<file path="src/core/jtl_pkg.sv">
// Constants for the link transmitter lane configuration register slice.
// Assumes an AXI4-Lite master with 32-bit data; each register index sits at byte index*4.
package jtl_pkg;

  localparam int ADDR_W    = 16;
  localparam int DATA_W    = 32;
  localparam int IDX_W     = ADDR_W - 2;
  localparam int NUM_LANES = 2;
  localparam int NUM_LOGIC = 4;

  typedef logic [7:0] jtl_byte_type;

  // Register indices; the byte address is four times the index.
  localparam logic [IDX_W-1:0] IDX_DENSITY = 14'h0592;
  localparam logic [IDX_W-1:0] IDX_SAMPLES = 14'h0591;
  localparam logic [IDX_W-1:0] IDX_CHK0    = 14'h05A0;
  localparam logic [IDX_W-1:0] IDX_CHK1    = 14'h05A1;
  localparam logic [IDX_W-1:0] IDX_PWR     = 14'h05B0;
  localparam logic [IDX_W-1:0] IDX_SEL0    = 14'h05B2;
  localparam logic [IDX_W-1:0] IDX_SEL1    = 14'h05B3;
  localparam logic [IDX_W-1:0] IDX_SWING0  = 14'h05C0;
  localparam logic [IDX_W-1:0] IDX_SWING1  = 14'h05C1;

  // Field positions.
  localparam int DENSE_BIT  = 7;
  localparam int CWPF_LSB   = 0;
  localparam int CWPF_W     = 5;
  localparam int SAMP_W     = 5;
  localparam int PD0_BIT    = 0;
  localparam int PD1_BIT    = 2;
  localparam int SEL_W      = 3;
  localparam int SEL_RSV_LSB = 4;
  localparam int SEL_FIX_BIT = 3;
  localparam int SWING_W    = 3;

  // Reset values.
  localparam jtl_byte_type     CHK0_RST     = 8'hC3;
  localparam jtl_byte_type     CHK1_RST     = 8'hC4;
  localparam jtl_byte_type     PWR_RST      = 8'hFA;
  localparam logic [SEL_W-1:0] SEL0_RST     = 3'h0;
  localparam logic [SEL_W-1:0] SEL1_RST     = 3'h1;
  localparam logic [2:0]       SEL0_RSV_RST = 3'h0;
  localparam logic [2:0]       SEL1_RSV_RST = 3'h1;
  localparam logic             SEL0_FIX     = 1'h0;
  localparam logic             SEL1_FIX     = 1'h1;
  localparam logic [SWING_W-1:0] SWING_RST  = 3'h1;

  // Bus responses.
  localparam logic [1:0] RESP_OKAY   = 2'h0;
  localparam logic [1:0] RESP_SLVERR = 2'h2;

endpackage
</file>
<file path="src/core/jtl_lane_cfg.sv">
// Lane configuration register slice of the link transmitter, with an AXI4-Lite slave port.
// Assumes link parameters and logical lane data come from logic on core_clk_in.
// Notes on behaviour
// - Dense packing flag reads at bit 7.
// - Control words per frame read at bits 4..0.
// - Lane 0 checksum is parameter sum plus lane 0 select, mod 256.
// - Lane 1 checksum computed independently, same way.
// - Power bit 0 forces physical lane 0 down.
// - Power bit 2 forces physical lane 1 down.
// - Lane 0 carries selected logical lane, default 0.
// - Lane 1 carries selected logical lane, default 1.
// - Lane 0 swing code drives its driver, reset 1.
// - Lane 1 swing code drives its driver, reset 1.
// - Samples per frame is field plus one.
//
// The AXI4-Lite slave port is this design's own decision.
`timescale 1ns/10ps
module jtl_lane_cfg #(
  parameter int LANE_W    = 20,
  parameter int NUM_PBYTE = 8
) (
  input  wire logic                          core_clk_in,
  input  wire logic                          rst_n_in,
  input  wire logic [jtl_pkg::ADDR_W-1:0]    s_axi_awaddr_in,
  input  wire logic                          s_axi_awvalid_in,
  output logic                               s_axi_awready_out,
  input  wire logic [jtl_pkg::DATA_W-1:0]    s_axi_wdata_in,
  input  wire logic [3:0]                    s_axi_wstrb_in,
  input  wire logic                          s_axi_wvalid_in,
  output logic                               s_axi_wready_out,
  output logic [1:0]                         s_axi_bresp_out,
  output logic                               s_axi_bvalid_out,
  input  wire logic                          s_axi_bready_in,
  input  wire logic [jtl_pkg::ADDR_W-1:0]    s_axi_araddr_in,
  input  wire logic                          s_axi_arvalid_in,
  output logic                               s_axi_arready_out,
  output logic [jtl_pkg::DATA_W-1:0]         s_axi_rdata_out,
  output logic [1:0]                         s_axi_rresp_out,
  output logic                               s_axi_rvalid_out,
  input  wire logic                          s_axi_rready_in,
  input  wire logic                          dense_packing_flag_in,
  input  wire logic [jtl_pkg::CWPF_W-1:0]    ctrl_words_per_frame_in,
  input  wire logic [jtl_pkg::SAMP_W-1:0]    samples_field_in,
  input  wire logic [NUM_PBYTE*8-1:0]        link_params_in,
  input  wire logic [jtl_pkg::NUM_LOGIC*LANE_W-1:0] logical_lane_data_in,
  output logic [LANE_W-1:0]                  serial_out_lane0_out,
  output logic [LANE_W-1:0]                  serial_out_lane1_out,
  output logic [jtl_pkg::NUM_LANES-1:0]      lane_power_down_out,
  output logic [jtl_pkg::SWING_W-1:0]        lane0_swing_out,
  output logic [jtl_pkg::SWING_W-1:0]        lane1_swing_out,
  output logic [jtl_pkg::SAMP_W:0]           samples_per_frame_out
);
  import jtl_pkg::*;

  if (LANE_W < 1 || NUM_PBYTE < 1) begin : g_param_check
    $error("jtl_lane_cfg: LANE_W and NUM_PBYTE must be at least 1.");
  end

  // Bus state.
  logic                aw_hold_r, aw_hold_nxt;
  logic                w_hold_r, w_hold_nxt;
  logic [IDX_W-1:0]    aw_idx_r, aw_idx_nxt;
  logic [7:0]          w_data_r, w_data_nxt;
  logic                w_lo_r, w_lo_nxt;
  logic                bvalid_r, bvalid_nxt;
  logic [1:0]          bresp_r, bresp_nxt;
  logic                rvalid_r, rvalid_nxt;
  logic [1:0]          rresp_r, rresp_nxt;
  logic [DATA_W-1:0]   rdata_r, rdata_nxt;

  // Register state.
  jtl_byte_type        pwr_r, pwr_nxt;
  logic [SEL_W-1:0]    sel_r [NUM_LANES];
  logic [SEL_W-1:0]    sel_nxt [NUM_LANES];
  logic [2:0]          sel_rsv_r [NUM_LANES];
  logic [2:0]          sel_rsv_nxt [NUM_LANES];
  logic [SWING_W-1:0]  swing_r [NUM_LANES];
  logic [SWING_W-1:0]  swing_nxt [NUM_LANES];
  jtl_byte_type        chk_r [NUM_LANES];
  jtl_byte_type        chk_nxt [NUM_LANES];
  logic [LANE_W-1:0]   lane_r [NUM_LANES];
  logic [LANE_W-1:0]   lane_nxt [NUM_LANES];
  logic [SAMP_W:0]     samples_r, samples_nxt;

  logic                aw_take, w_take, ar_take, wr_fire;
  logic [IDX_W-1:0]    wr_idx, rd_idx;
  logic [7:0]          wr_byte;
  logic                wr_lo;
  logic [NUM_LANES-1:0] pd_bits;

  assign s_axi_awready_out = !aw_hold_r && !bvalid_r;
  assign s_axi_wready_out  = !w_hold_r && !bvalid_r;
  assign s_axi_arready_out = !rvalid_r;
  assign aw_take = s_axi_awvalid_in && s_axi_awready_out;
  assign w_take  = s_axi_wvalid_in && s_axi_wready_out;
  assign ar_take = s_axi_arvalid_in && s_axi_arready_out;
  // Address and data may arrive in either order; the write fires in the cycle that both are held or being taken.
  assign wr_fire = (aw_hold_r || aw_take) && (w_hold_r || w_take);
  assign wr_idx  = aw_hold_r ? aw_idx_r : s_axi_awaddr_in[ADDR_W-1:2];
  assign wr_byte = w_hold_r ? w_data_r : s_axi_wdata_in[7:0];
  assign wr_lo   = w_hold_r ? w_lo_r : s_axi_wstrb_in[0];
  assign rd_idx  = s_axi_araddr_in[ADDR_W-1:2];
  assign pd_bits = {pwr_r[PD1_BIT], pwr_r[PD0_BIT]};

  function automatic logic mapped(input logic [IDX_W-1:0] idx);
    mapped = (idx == IDX_DENSITY) || (idx == IDX_SAMPLES) || (idx == IDX_CHK0)
          || (idx == IDX_CHK1) || (idx == IDX_PWR) || (idx == IDX_SEL0)
          || (idx == IDX_SEL1) || (idx == IDX_SWING0) || (idx == IDX_SWING1);
  endfunction

  always_comb begin
    aw_hold_nxt = aw_hold_r;
    w_hold_nxt  = w_hold_r;
    aw_idx_nxt  = aw_idx_r;
    w_data_nxt  = w_data_r;
    w_lo_nxt    = w_lo_r;
    bvalid_nxt  = bvalid_r;
    bresp_nxt   = bresp_r;
    if (aw_take) begin
      aw_hold_nxt = 1'b1;
      aw_idx_nxt  = s_axi_awaddr_in[ADDR_W-1:2];
    end
    if (w_take) begin
      w_hold_nxt = 1'b1;
      w_data_nxt = s_axi_wdata_in[7:0];
      w_lo_nxt   = s_axi_wstrb_in[0];
    end
    if (s_axi_bvalid_out && s_axi_bready_in) begin
      bvalid_nxt = 1'b0;
    end
    if (wr_fire) begin
      aw_hold_nxt = 1'b0;
      w_hold_nxt  = 1'b0;
      bvalid_nxt  = 1'b1;
      bresp_nxt   = mapped(wr_idx) ? RESP_OKAY : RESP_SLVERR;
    end
  end

  // Register writes; read-only registers accept the write and keep their value.
  always_comb begin
    pwr_nxt     = pwr_r;
    sel_nxt     = sel_r;
    sel_rsv_nxt = sel_rsv_r;
    swing_nxt   = swing_r;
    if (wr_fire && wr_lo) begin
      unique case (wr_idx)
        IDX_PWR: pwr_nxt = wr_byte;
        IDX_SEL0: begin
          sel_nxt[0]     = wr_byte[SEL_W-1:0];
          sel_rsv_nxt[0] = wr_byte[SEL_RSV_LSB +: 3];
        end
        IDX_SEL1: begin
          sel_nxt[1]     = wr_byte[SEL_W-1:0];
          sel_rsv_nxt[1] = wr_byte[SEL_RSV_LSB +: 3];
        end
        IDX_SWING0: swing_nxt[0] = wr_byte[SWING_W-1:0];
        IDX_SWING1: swing_nxt[1] = wr_byte[SWING_W-1:0];
        default: ;
      endcase
    end
  end

  always_comb begin
    rvalid_nxt = rvalid_r;
    rresp_nxt  = rresp_r;
    rdata_nxt  = rdata_r;
    if (s_axi_rvalid_out && s_axi_rready_in) begin
      rvalid_nxt = 1'b0;
    end
    if (ar_take) begin
      rvalid_nxt = 1'b1;
      rresp_nxt  = mapped(rd_idx) ? RESP_OKAY : RESP_SLVERR;
      rdata_nxt  = '0;
      unique case (rd_idx)
        IDX_DENSITY: begin
          rdata_nxt[DENSE_BIT]            = dense_packing_flag_in;
          rdata_nxt[CWPF_LSB +: CWPF_W]   = ctrl_words_per_frame_in;
        end
        IDX_SAMPLES: rdata_nxt[SAMP_W-1:0] = samples_field_in;
        IDX_CHK0:    rdata_nxt[7:0] = chk_r[0];
        IDX_CHK1:    rdata_nxt[7:0] = chk_r[1];
        IDX_PWR:     rdata_nxt[7:0] = pwr_r;
        IDX_SEL0:    rdata_nxt[7:0] = {1'b0, sel_rsv_r[0], SEL0_FIX, sel_r[0]};
        IDX_SEL1:    rdata_nxt[7:0] = {1'b0, sel_rsv_r[1], SEL1_FIX, sel_r[1]};
        IDX_SWING0:  rdata_nxt[SWING_W-1:0] = swing_r[0];
        IDX_SWING1:  rdata_nxt[SWING_W-1:0] = swing_r[1];
        default:     rdata_nxt = '0;
      endcase
    end
  end

  // Sample count is one more than the field, so a field of zero means one sample.
  always_comb begin
    samples_nxt = {1'b0, samples_field_in} + 6'h01;
  end

  // Per physical lane: checksum, logical lane routing and forced power-down.
  // Codes above three select no logical lane and the output idles at zero.
  for (genvar ln = 0; ln < NUM_LANES; ln++) begin : g_lane
    always_comb begin
      jtl_byte_type acc;
      acc = 8'h00;
      for (int b = 0; b < NUM_PBYTE; b++) begin
        acc = acc + link_params_in[b*8 +: 8];
      end
      acc = acc + {dense_packing_flag_in, 2'h0, ctrl_words_per_frame_in};
      acc = acc + {3'h0, samples_field_in};
      acc = acc + {5'h00, sel_r[ln]};
      chk_nxt[ln] = acc;
      lane_nxt[ln] = '0;
      if (!pd_bits[ln] && sel_r[ln] < 3'(NUM_LOGIC)) begin
        lane_nxt[ln] = logical_lane_data_in[sel_r[ln][1:0]*LANE_W +: LANE_W];
      end
    end
  end

  always_ff @(posedge core_clk_in or negedge rst_n_in) begin
    if (!rst_n_in) begin
      aw_hold_r <= 1'b0;
      w_hold_r  <= 1'b0;
      aw_idx_r  <= '0;
      w_data_r  <= 8'h00;
      w_lo_r    <= 1'b0;
      bvalid_r  <= 1'b0;
      bresp_r   <= RESP_OKAY;
      rvalid_r  <= 1'b0;
      rresp_r   <= RESP_OKAY;
      rdata_r   <= '0;
      pwr_r     <= PWR_RST;
      sel_r[0]  <= SEL0_RST;
      sel_r[1]  <= SEL1_RST;
      sel_rsv_r[0] <= SEL0_RSV_RST;
      sel_rsv_r[1] <= SEL1_RSV_RST;
      swing_r[0] <= SWING_RST;
      swing_r[1] <= SWING_RST;
      chk_r[0]  <= CHK0_RST;
      chk_r[1]  <= CHK1_RST;
      lane_r[0] <= '0;
      lane_r[1] <= '0;
      samples_r <= '0;
    end else begin
      aw_hold_r <= aw_hold_nxt;
      w_hold_r  <= w_hold_nxt;
      aw_idx_r  <= aw_idx_nxt;
      w_data_r  <= w_data_nxt;
      w_lo_r    <= w_lo_nxt;
      bvalid_r  <= bvalid_nxt;
      bresp_r   <= bresp_nxt;
      rvalid_r  <= rvalid_nxt;
      rresp_r   <= rresp_nxt;
      rdata_r   <= rdata_nxt;
      pwr_r     <= pwr_nxt;
      sel_r     <= sel_nxt;
      sel_rsv_r <= sel_rsv_nxt;
      swing_r   <= swing_nxt;
      chk_r     <= chk_nxt;
      lane_r    <= lane_nxt;
      samples_r <= samples_nxt;
    end
  end

  assign s_axi_bvalid_out      = bvalid_r;
  assign s_axi_bresp_out       = bresp_r;
  assign s_axi_rvalid_out      = rvalid_r;
  assign s_axi_rresp_out       = rresp_r;
  assign s_axi_rdata_out       = rdata_r;
  assign serial_out_lane0_out  = lane_r[0];
  assign serial_out_lane1_out  = lane_r[1];
  assign lane_power_down_out   = pd_bits;
  assign lane0_swing_out       = swing_r[0];
  assign lane1_swing_out       = swing_r[1];
  assign samples_per_frame_out = samples_r;
endmodule // jtl_lane_cfg

</file>
<file path="config.mk">
export PLATFORM = sky130hd
export DESIGN_NAME = jtl_lane_cfg
export DESIGN_NICKNAME = d
export VERILOG_FILES = /design/src/core/jtl_pkg.sv /design/src/core/jtl_lane_cfg.sv
export SDC_FILE = /design/constraint.sdc
export NUM_CORES = 1
export LEC_CHECK = 0
export BUFFER_PORTS_ARGS = -buffer_cell sky130_fd_sc_hd__clkbuf_2
export CAP_MARGIN = 10
export CORE_AREA = 2 2 164 166
export DETAILED_ROUTE_END_ITERATION = 7
export DIE_AREA = 0 0 166 168
export PLACE_DENSITY = 0.66
export RECOVER_POWER = 100
export SYNTH_ARGS = -nofsm -noshare
export SYNTH_HDL_FRONTEND = slang
export SYNTH_SLANG_ARGS = --single-unit
</file>
<file path="constraint.sdc">
create_clock -name core_clk_in -period 2.4 [get_ports core_clk_in]
set_clock_uncertainty 0.1 [all_clocks]
set_input_delay 0.24 -clock core_clk_in [delete_from_list [all_inputs] [get_ports core_clk_in]]
set_output_delay 0.24 -clock core_clk_in [all_outputs]
set_load 0.02 [all_outputs]
</file>
After elaboration in Yosys (flattened, before gate mapping)
Index checks and enable logic that the tools add are counted.
{ "classes": {"addsub": 12, "n_mul": 2, "magnitude_cmp": 2, "n_eq_ne": 18, "shifts": 2, "muxes": 19, "n_reduce_logical": 44} }
{ "ops": {"columns": ["operator", "n"], "rows": [
  ["== test 14 x 11 -> 1 bit, second input constant", 18],
  ["variable part select 80 x 8 -> 20 bit", 2],
  ["adder 8 bit", 8],
  ["two-way mux 20 bit", 2],
  ["one-hot mux 3 bit (9 select lines)", 1],
  ["logical OR 1 bit", 18],
  ["adder 8 x 3 -> 8 bit", 2],
  ["two-way mux 14 bit", 1],
  ["one-hot mux 2 bit (7 select lines)", 1],
  ["logical AND 1 bit", 11],
  ["multiplier 2 x 3 -> 5 bit, second input constant", 2],
  ["one-hot mux 2 bit (5 select lines)", 1],
  ["AND reduction 2 bit", 5],
  ["two-way mux 1 bit", 9],
  ["adder 8 x 5 -> 8 bit", 1],
  ["two-way mux 8 bit", 1],
  ["nonzero test 2 bit", 4],
  ["adder 5 x 1 -> 6 bit, second input constant", 1],
  ["logical NOT 1 bit", 6],
  ["less-than comparator 3 bit, second input constant", 2],
  ["two-way mux 2 bit", 2],
  ["one-hot mux 1 bit (4 select lines)", 1]
]} }
{ "word_totals": {"regBits": 127, "input_bits": 230, "out_inout_bits": 95, "wordCells": 121} }

Depth between registers and ports, before layout
Gate-level depths: netlist (run 1).
{ "logic_depth": {"depth_word": 11, "ltp_mapped": 18, "ltp_nobuf": 17} }

Least setup slack after synthesis (run 1)
Ideal clock, no wire load.
{ "synth_path": {"path_kind": "input port to flip-flop", "from": "input link_params_in[10]", "to": "register chk_r[15] (netlist name)", "setup_ns": 0.075, "t_arrival_ns": 4.456, "required_time_ns": 2.225, "path_slack_ns": -2.231, "stages": 15, "n_path_buf": 0, "cell_sequence": "inv_1 > fa_1 > inv_1 > fa_1 > fa_1 > inv_1 > fa_1 > inv_1 > fa_1 > fa_1 > a21o_1 > a21oi_1 > o21ai_0 > xnor3_1 > xnor2_1"} }
{ "synth_via": {"elab_chain_len": 10} }
{ "synth_rtl": {"columns": ["element", "line_no", "source"], "rows": [
  ["start: declaration", "jtl_lane_cfg.sv:44", "input wire logic [NUM_PBYTE*8-1:0] link_params_in,"],
  ["adder 8 bit (7 in a row)", "jtl_lane_cfg.sv:204", "acc = acc + link_params_in[b*8 +: 8];"],
  ["adder 8 bit", "jtl_lane_cfg.sv:206", "acc = acc + {dense_packing_flag_in, 2'h0, ctrl_words_per_frame_in};"],
  ["adder 8 x 5 -> 8 bit", "jtl_lane_cfg.sv:207", "acc = acc + {3'h0, samples_field_in};"],
  ["adder 8 x 3 -> 8 bit", "jtl_lane_cfg.sv:208", "acc = acc + {5'h00, sel_r[ln]};"],
  ["named net g_lane[0].$2.acc[7]", "jtl_lane_cfg.sv:201", "jtl_byte_type acc;"],
  ["end signal: assignment", "jtl_lane_cfg.sv:256", "chk_r <= chk_nxt;"],
  ["end: declaration", "jtl_lane_cfg.sv:79", "jtl_byte_type chk_r [NUM_LANES];"]
]} }
The timed path passes the listed nets, and every way through them passes these cells.
A chain may end at the register's enable or synchronous reset.

Final worst setup path (run 1)
{ "layout_path": {"from": "input ctrl_words_per_frame_in[2] (netlist name)", "to": "register chk_r[15] (netlist name)"} }
{ "layout_via": {"elab_chain_len": 3} }
{ "layout_rtl": {"columns": ["element", "line_no", "source"], "rows": [
  ["start: declaration", "jtl_lane_cfg.sv:42", "input wire logic [jtl_pkg::CWPF_W-1:0] ctrl_words_per_frame_in,"],
  ["adder 8 bit", "jtl_lane_cfg.sv:206", null],
  ["adder 8 x 5 -> 8 bit", "jtl_lane_cfg.sv:207", null],
  ["adder 8 x 3 -> 8 bit", "jtl_lane_cfg.sv:208", null],
  ["named net g_lane[0].$2.acc[7]", "jtl_lane_cfg.sv:201", null]
]} }
The timed path passes the listed nets, and every way through them passes these cells.

==> run summary, run 1 <==
Setup_tns: -20.69 ns
Seq/Total Area, Yosys: 38.0%
Worst Tran Pin Value: 1.14 ns
CP max-delay cell: fa_1
Post-synth EDFFs: 0
Synth Area in Compound Gates: 5.29%
Pre-antenna DRT Iters: 4
Syn_area_per_cell: 12.5 um2
Max Fclk: 241 MHz
Largest family of logic cells by synthesized area: multiplexers
Crit end category: flip-flop
Fin crit share: 173%
Initial DRC count: 264
Dpl hpwl: 17.6 mm
WP buf/inv: 5
Die area: 0.0279 mm2
Crit path cell chain: buf_6 > inv_2 > fa_1 > inv_2 > fa_1 > fa_1 > inv_2 > fa_1 > inv_2 > fa_1 > fa_2 > a21o_1 > a21oi_4 > nor4b_2 > a221o_1 > o21ai_2 > xnor2_1
Die X: 166 um
RSZ-0062 raised after global routing: yes
Cell family with most CP delay: adder cells
WP data required: 2.64 ns
Max cap viols: 0
Initial Util: 31.4%
Core box area: 0.0264 mm2
Crit path launch type: input pin
Post-Synth Simple-Gate Area: 9.31%
Area growth, synth to finish: 33.9%
Grt total ovfl: 0
Yosys top cell by area: dfrtp_1
Worst hold slack: 0.0268 ns
Post-synth top area share: 32.6%
CTS root buffer: clkbuf_16
Total CTS buffers: 17
Die Height: 168 um
Cells after synthesis: 661
Reg clk slew, reported paths: 0.06 ns
First-pass GRT wire length: 34.8 mm
Top_reg_cell synth: dfrtp_1
Vias/cell: 4.69
Setup WS post-layout: -1.75 ns
Worst setup path class: input pin to flip-flop
Pleak: 5.08 nW
Slew Limit Fails: 0
Yosys cell types: 53
Cell Pwr Density: 1230 mW/mm2
DRC viols: 0
# nets final: 1,294
GRT Total Usage: 16.0%
Mux contribution to synthesized area: 21.9%
Initial antenna violation count: 0
Max VDD drop: 1.16 mV
Status: finished, violations left
Number of synthesized register bits: 125
CTS tree: yes
Rows: 60
Post-DRT Antenna Nets: 0
Gpl congestion: 0.794
Tmin final: 4.15 ns
Final setup violation count: 16
WL final: 22.1 mm
Critical path's largest stage delay: 0.56 ns
IO Count: 325
CP Max Fanout: 7
Hold Violations, Final: 0
Longest Clk Path Bufs: 2
Layout cells sized above 1: 42.3%
Worst hold path type: input pin to flip-flop
Vias in the first global route: 6,653
Worst-Skew Late Latency: 0.41 ns
Xor and xnor fraction of the mapped netlist area: 3.87%
# clock sinks: 125
CP Data Arrival Time: 4.39 ns
Largest net degree at the start of global routing: 43
Crit path top cell by count: fa_1
Synth area leaders: dfrtp_1, fa_1, mux4_2, mux2_2, dfstp_2
Port buffer count: 267
FFs w/ async S/R, synth: 100%
Slew headroom: 24.1%
Synthesized area: 0.00828 mm2
Routed len/inst: 16.4 um
Adder-cell area share of the yosys netlist: 14.9%
Failing checks: setup timing
Yosys Warn Count: 0
H-tree Lvls: 4
Ant diodes: 0
Vias: 6,324
synth_stat cells (17+ instances only):
master	count
dfrtp_1	108
inv_1	63
mux2_2	61
fa_1	48
nor2b_1	44
mux4_2	40
buf_4	29
xnor2_1	24
ha_1	22
a21oi_1	20
mux2i_1	20
dfstp_2	17
nor2_1	17
cell type report:
class	instances	area, um2
clock inverter	14	125
timing repair buffer	339	1860
fill	2534	15300
sequential	125	3150
tap	341	427
clock buffer	18	429
inverter	63	244
multi-input combinational	448	4850
where the power goes:
part / total, mW / internal (mW) / switching (mW)
Clock: 2.42 / 1.36 / 1.05
Sequential: 2.86 / 2.69 / 0.169
Combinational: 8.34 / 4.25 / 4.09
Total: 13.6 / 8.31 / 5.31
logic make-up (layout without fill, tap and decap cells):
family	Yosys count	after routing
AND/OR/NAND/NOR	126	126
flip-flops	125	125
multiplexers	123	123
buffers and inverters	113	434
adder cells (fa/ha/maj)	70	70
AO/OA/AOI/OAI	68	68
XOR/XNOR	35	35
other	1	26
state kept, by name (all words and copies together), names as in the netlist, 3 cells and up:
signal                 flops
chk_r                     16
s_axi_rdata_out            8
serial_out_lane0_out      20
sel_rsv_r                  6
serial_out_lane1_out      20
sel_r                      6
samples_per_frame_out      6
w_data_r                   8
lane0_swing_out            3
pwr_r                      8
lane1_swing_out            3
aw_idx_r                  14
per-stage QoR:
step | utilization [%] | worst slack, ns | area (um2) | instances | power (mW)
finish | 42.1 | -1.75 | 11100 | 1348 | 13.6
global route | 42.1 | -1.91 | 11100 | 1348 | 14.8
CTS | 42.6 | -1.77 | 11200 | 1348 | 13.7
detailed placement | 39.3 | -2.27 | 10400 | 1289 | 10.9
global placement | 39.3 | -2.20 | 10400 | 1289 | 10.6
floorplan | - | -1.94 | 8520 | 686 | 8.43
worst paths after layout:
check | startpoint | endpoint | slack [ns] | cells past startpoint
worst max-delay path | ctrl_words_per_frame_in[2] | chk_r[15] | -1.75 | 17
worst min-delay path | s_axi_awaddr_in[7] | aw_idx_r[5] | 0.03 | 2
worst max register to register | w_hold_r | pwr_r[0] | 0 | 5
worst min register to register | s_axi_rdata_out[7] | s_axi_rdata_out[7] | 0.39 | 1
max in group asynchronous | rst_n_in | sel_rsv_r[3] | 0.42 | 3
min in group asynchronous | rst_n_in | serial_out_lane1_out[5] | 0.45 | 2
metal layers:
metal	track usage, %	wire (um)	up-vias
met5	0	0	-
met4	4.57	267	0
met3	3.60	1460	17
met2	28.2	11200	268
met1	19.6	9190	3114
li1	-	-	2925
what timing repair did:
item,CTS,global route
buffers inserted,2,0
pin swaps,13,12
hold endpoints to repair,61,0
endpoints found under the setup margin,14,18
hold buffers,25,0
gates resized for setup,7,21
cloned,0,0
cells in the final DEF (no fill, tap or decap), drive strengths merged, types with 4 or more instances in the layout:
cell	n
nand4	4
mux2	62
xnor2	24
dfstp	17
buf	38
nor3	7
a22o	7
fa	48
nor4b	4
a221oi	4
dlygate4sd3	25
ha	22
conb	26
inv	72
nand3	8
clkbuf	294
mux4	40
nand2	16
o21ai	14
nor2	17
nor2b	44
xor2	10
and2	4
mux2i	21
a21o	9
a21oi	20
nor4	5
dfrtp	108
No activity file was read; power rests on OpenSTA's default activity.
==> run 2, diff against run 1 <==
--- a/config.mk
+++ b/config.mk
@@ -10,7 +10,7 @@
 export CORE_AREA = 2 2 164 166
 export DETAILED_ROUTE_END_ITERATION = 7
 export DIE_AREA = 0 0 166 168
-export PLACE_DENSITY = 0.66
+export PLACE_DENSITY = 0.68
 export RECOVER_POWER = 100
 export SYNTH_ARGS = -nofsm -noshare
 export SYNTH_HDL_FRONTEND = slang
==> constraint.sdc (replaced) <==
create_clock -name core_clk_in -period 3.75 [get_ports core_clk_in]
set_clock_uncertainty 0.1 [all_clocks]
set_input_delay 0.375 -clock core_clk_in [delete_from_list [all_inputs] [get_ports core_clk_in]]
set_output_delay 0.375 -clock core_clk_in [all_outputs]
set_load 0.02 [all_outputs]
==> run summary, run 2 (synthesis gave the netlist of run 1 again) <==
Hold Violations, Final: 0 (unchanged)
Reg clk slew, reported paths: 0.06 ns (about the same)
Longest Clk Path Bufs: 2 (unchanged)
Max VDD drop: 0.860 mV (-26%)
Cell Pwr Density: 820 mW/mm2 (-33%)
CTS root buffer: clkbuf_16
Worst Tran Pin Value: 1.90 ns (+0.762 ns)
Slew headroom: -26.7% (-51 points)
Largest net degree at the start of global routing: 65 (+51%)
CP Data Arrival Time: 4.55 ns (+0.16 ns)
Routed len/inst: 16.8 um (+2.2%)
Sequential share of power: 21.3% (+0.3 points)
Slew Limit Fails: 199 (+199)
Core box area: 0.0264 mm2 (unchanged)
Failing checks: capacitance limit, slew limit, setup timing
Die X: 166 um (unchanged)
Final Util: 40.7% (-1.3 points)
Initial DRC count: 248 (-6.1%)
R2R Setup Slk: 0.91 ns (+0.91 ns)
Grt total ovfl: 0 (unchanged)
# clock sinks: 125 (unchanged)
Max cap viols: 5 (+5)
IO Count: 325 (unchanged)
Vias: 6,183 (-2.2%)
Post-DRT Antenna Nets: 0 (unchanged)
Pleak: 4.94 nW (-2.8%)
GRT Total Usage: 15.8% (-0.14 points)
Crit path launch type: input pin
Hold Crit Depth: 2 (unchanged)
Worst-Skew Late Latency: 0.41 ns (about the same)
Cells on worst reg2reg path: 6 (+1)
DRC viols: 0 (unchanged)
Worst hold path type: input pin to flip-flop
FILL cells: 2,556 (+0.87%)
Hold Startpoint: s_axi_rready_in
Worst r2r dst: chk_r[6]
H-tree Lvls: 4 (unchanged)
Clk pwr share: 18.0% (+0.2 points)
WP data required: 3.99 ns (+1.35 ns)
Max Fclk: 232 MHz
Worst hold slack: 0.0394 ns (+0.0126 ns)
Total CTS buffers: 17 (unchanged)
Most common cell after layout, fill and taps aside: clkbuf_2
Initial Util: 31.4% (unchanged)
Most frequent cells in the layout: clkbuf_2, dfrtp_1, clkbuf_1, mux2_2, inv_1
NetSw: 3.44 mW (-35%)
CTS tree: yes
Int Power: 5.36 mW (-35%)
Dpl hpwl: 17.3 mm (-2.0%)
Setup_tns: -4.94 ns (+15.74 ns)
Reg2reg start: sel_r[0]
CP Max Fanout: 6 (-1)
Final setup violation count: 12 (-4)
Layout cells sized above 1: 42.1% (-0.20 points)
Gpl congestion: 0.787 (-0.89%)
Rows: 60 (unchanged)
Sw frac: 39.1% (+0.082 points)
Pre-antenna DRT Iters: 4 (unchanged)
Logic pwr share: 60.7% (-0.5 points)
Initial antenna violation count: 0 (unchanged)
Hold Path End: s_axi_rvalid_out
Vias/cell: 4.72 (+0.61%)
Worst setup path class: input pin to flip-flop
Port buffer count: 267 (unchanged)
Status: finished, violations left
Die area: 0.0279 mm2 (unchanged)
Ant diodes: 0 (unchanged)
Tmin final: 4.31 ns
Crit end category: flip-flop
Die Height: 168 um (unchanged)
# nets final: 1,256 (-2.9%)
Area growth, synth to finish: 29.7%
WL final: 22.0 mm (-0.72%)
Vias in the first global route: 6,625 (-0.42%)
RSZ-0062 raised after global routing: yes
Fin crit share: 115%
Setup WS post-layout: -0.555 ns (+1.20 ns)
First-pass GRT wire length: 34.7 mm (-0.28%)
run 2: changes by cell type in the layout (fill, tap and decap cells not counted), sizes merged:
cell,change
dlygate4sd3,-24
clkbuf,-7
clkinv,+2
buf,-6
inv,-4
bufinv,+1
run 2: what timing repair did:
action                                  in CTS  in global routing
gates resized for setup                     10                 13
hold buffers                                 1                  0
pin swaps                                   13                  7
buffers inserted                             1                  3
endpoints found under the setup margin      12                 12
endpoints found under the hold margin       54                  0
run 2: worst max-delay path: stages:
cell and delay [ns]:
buf_8 0.07, inv_4 0.03, fa_1 0.55, inv_2 0.04, fa_1 0.48, fa_1 0.51
inv_2 0.04, fa_1 0.46, inv_1 0.05, fa_1 0.48, fa_2 0.36, a21o_1 0.21
a21oi_4 0.22, nor4b_2 0.07, a221o_1 0.31, o21ai_2 0.16, xnor2_1 0.12
run 2: worst max path at each step:
stage / startpoint / to / slack (ns) / cells past startpoint
3_3_place_gp: link_params_in[26] / chk_r[7] / -0.99 / 17
4_1_cts: link_params_in[10] / chk_r[15] / -0.55 / 17
6_report: link_params_in[10] / chk_r[7] / -0.56 / 17
2_1_floorplan: link_params_in[26] / chk_r[15] / -0.72 / 16
5_1_grt: link_params_in[50] / chk_r[7] / -0.69 / 15
3_5_place_dp: link_params_in[26] / chk_r[15] / -1.04 / 17
run 2: area by class of cell:
class                   count  area (um2)  area share [%]
inverters                  63         246            2.30
clock inverters            13         133            1.24
repair buffers            301        1530            14.2
well taps                 341         427            3.97
flip-flops and latches    125        3150            29.3
clock buffers              19         433            4.03
multi-input cells         448        4820            44.9
run 2: through the flow:
step | worst slack (ns) | std cells | power (mW) | area (um2)
floorplan | -0.721 | 686 | 5.33 | 8480
global placement | -0.991 | 1273 | 6.62 | 10200
detailed placement | -1.04 | 1273 | 6.75 | 10200
CTS | -0.551 | 1307 | 8.67 | 10800
global route | -0.691 | 1310 | 9.53 | 10700
finish | -0.555 | 1310 | 8.80 | 10700
run 2: routing by layer:
layer	up-vias	track usage [%]	part of all wire (%)
met5	-	0	0
met4	0	3.71	1.2
met3	16	3.55	6.3
met2	249	28.1	51
met1	3072	19.7	41
li1	2846	-	-
run 2: power groups by stage:
stage          combinational [mW]  clock (mW)  sequential (mW)
2_1_floorplan                3.46           0             1.87
3_3_place_gp                 4.73           0             1.89
3_5_place_dp                 4.85           0             1.90
4_1_cts                      5.16        1.63             1.88
5_1_grt                      5.93        1.69             1.91
6_report                     5.34        1.59             1.87
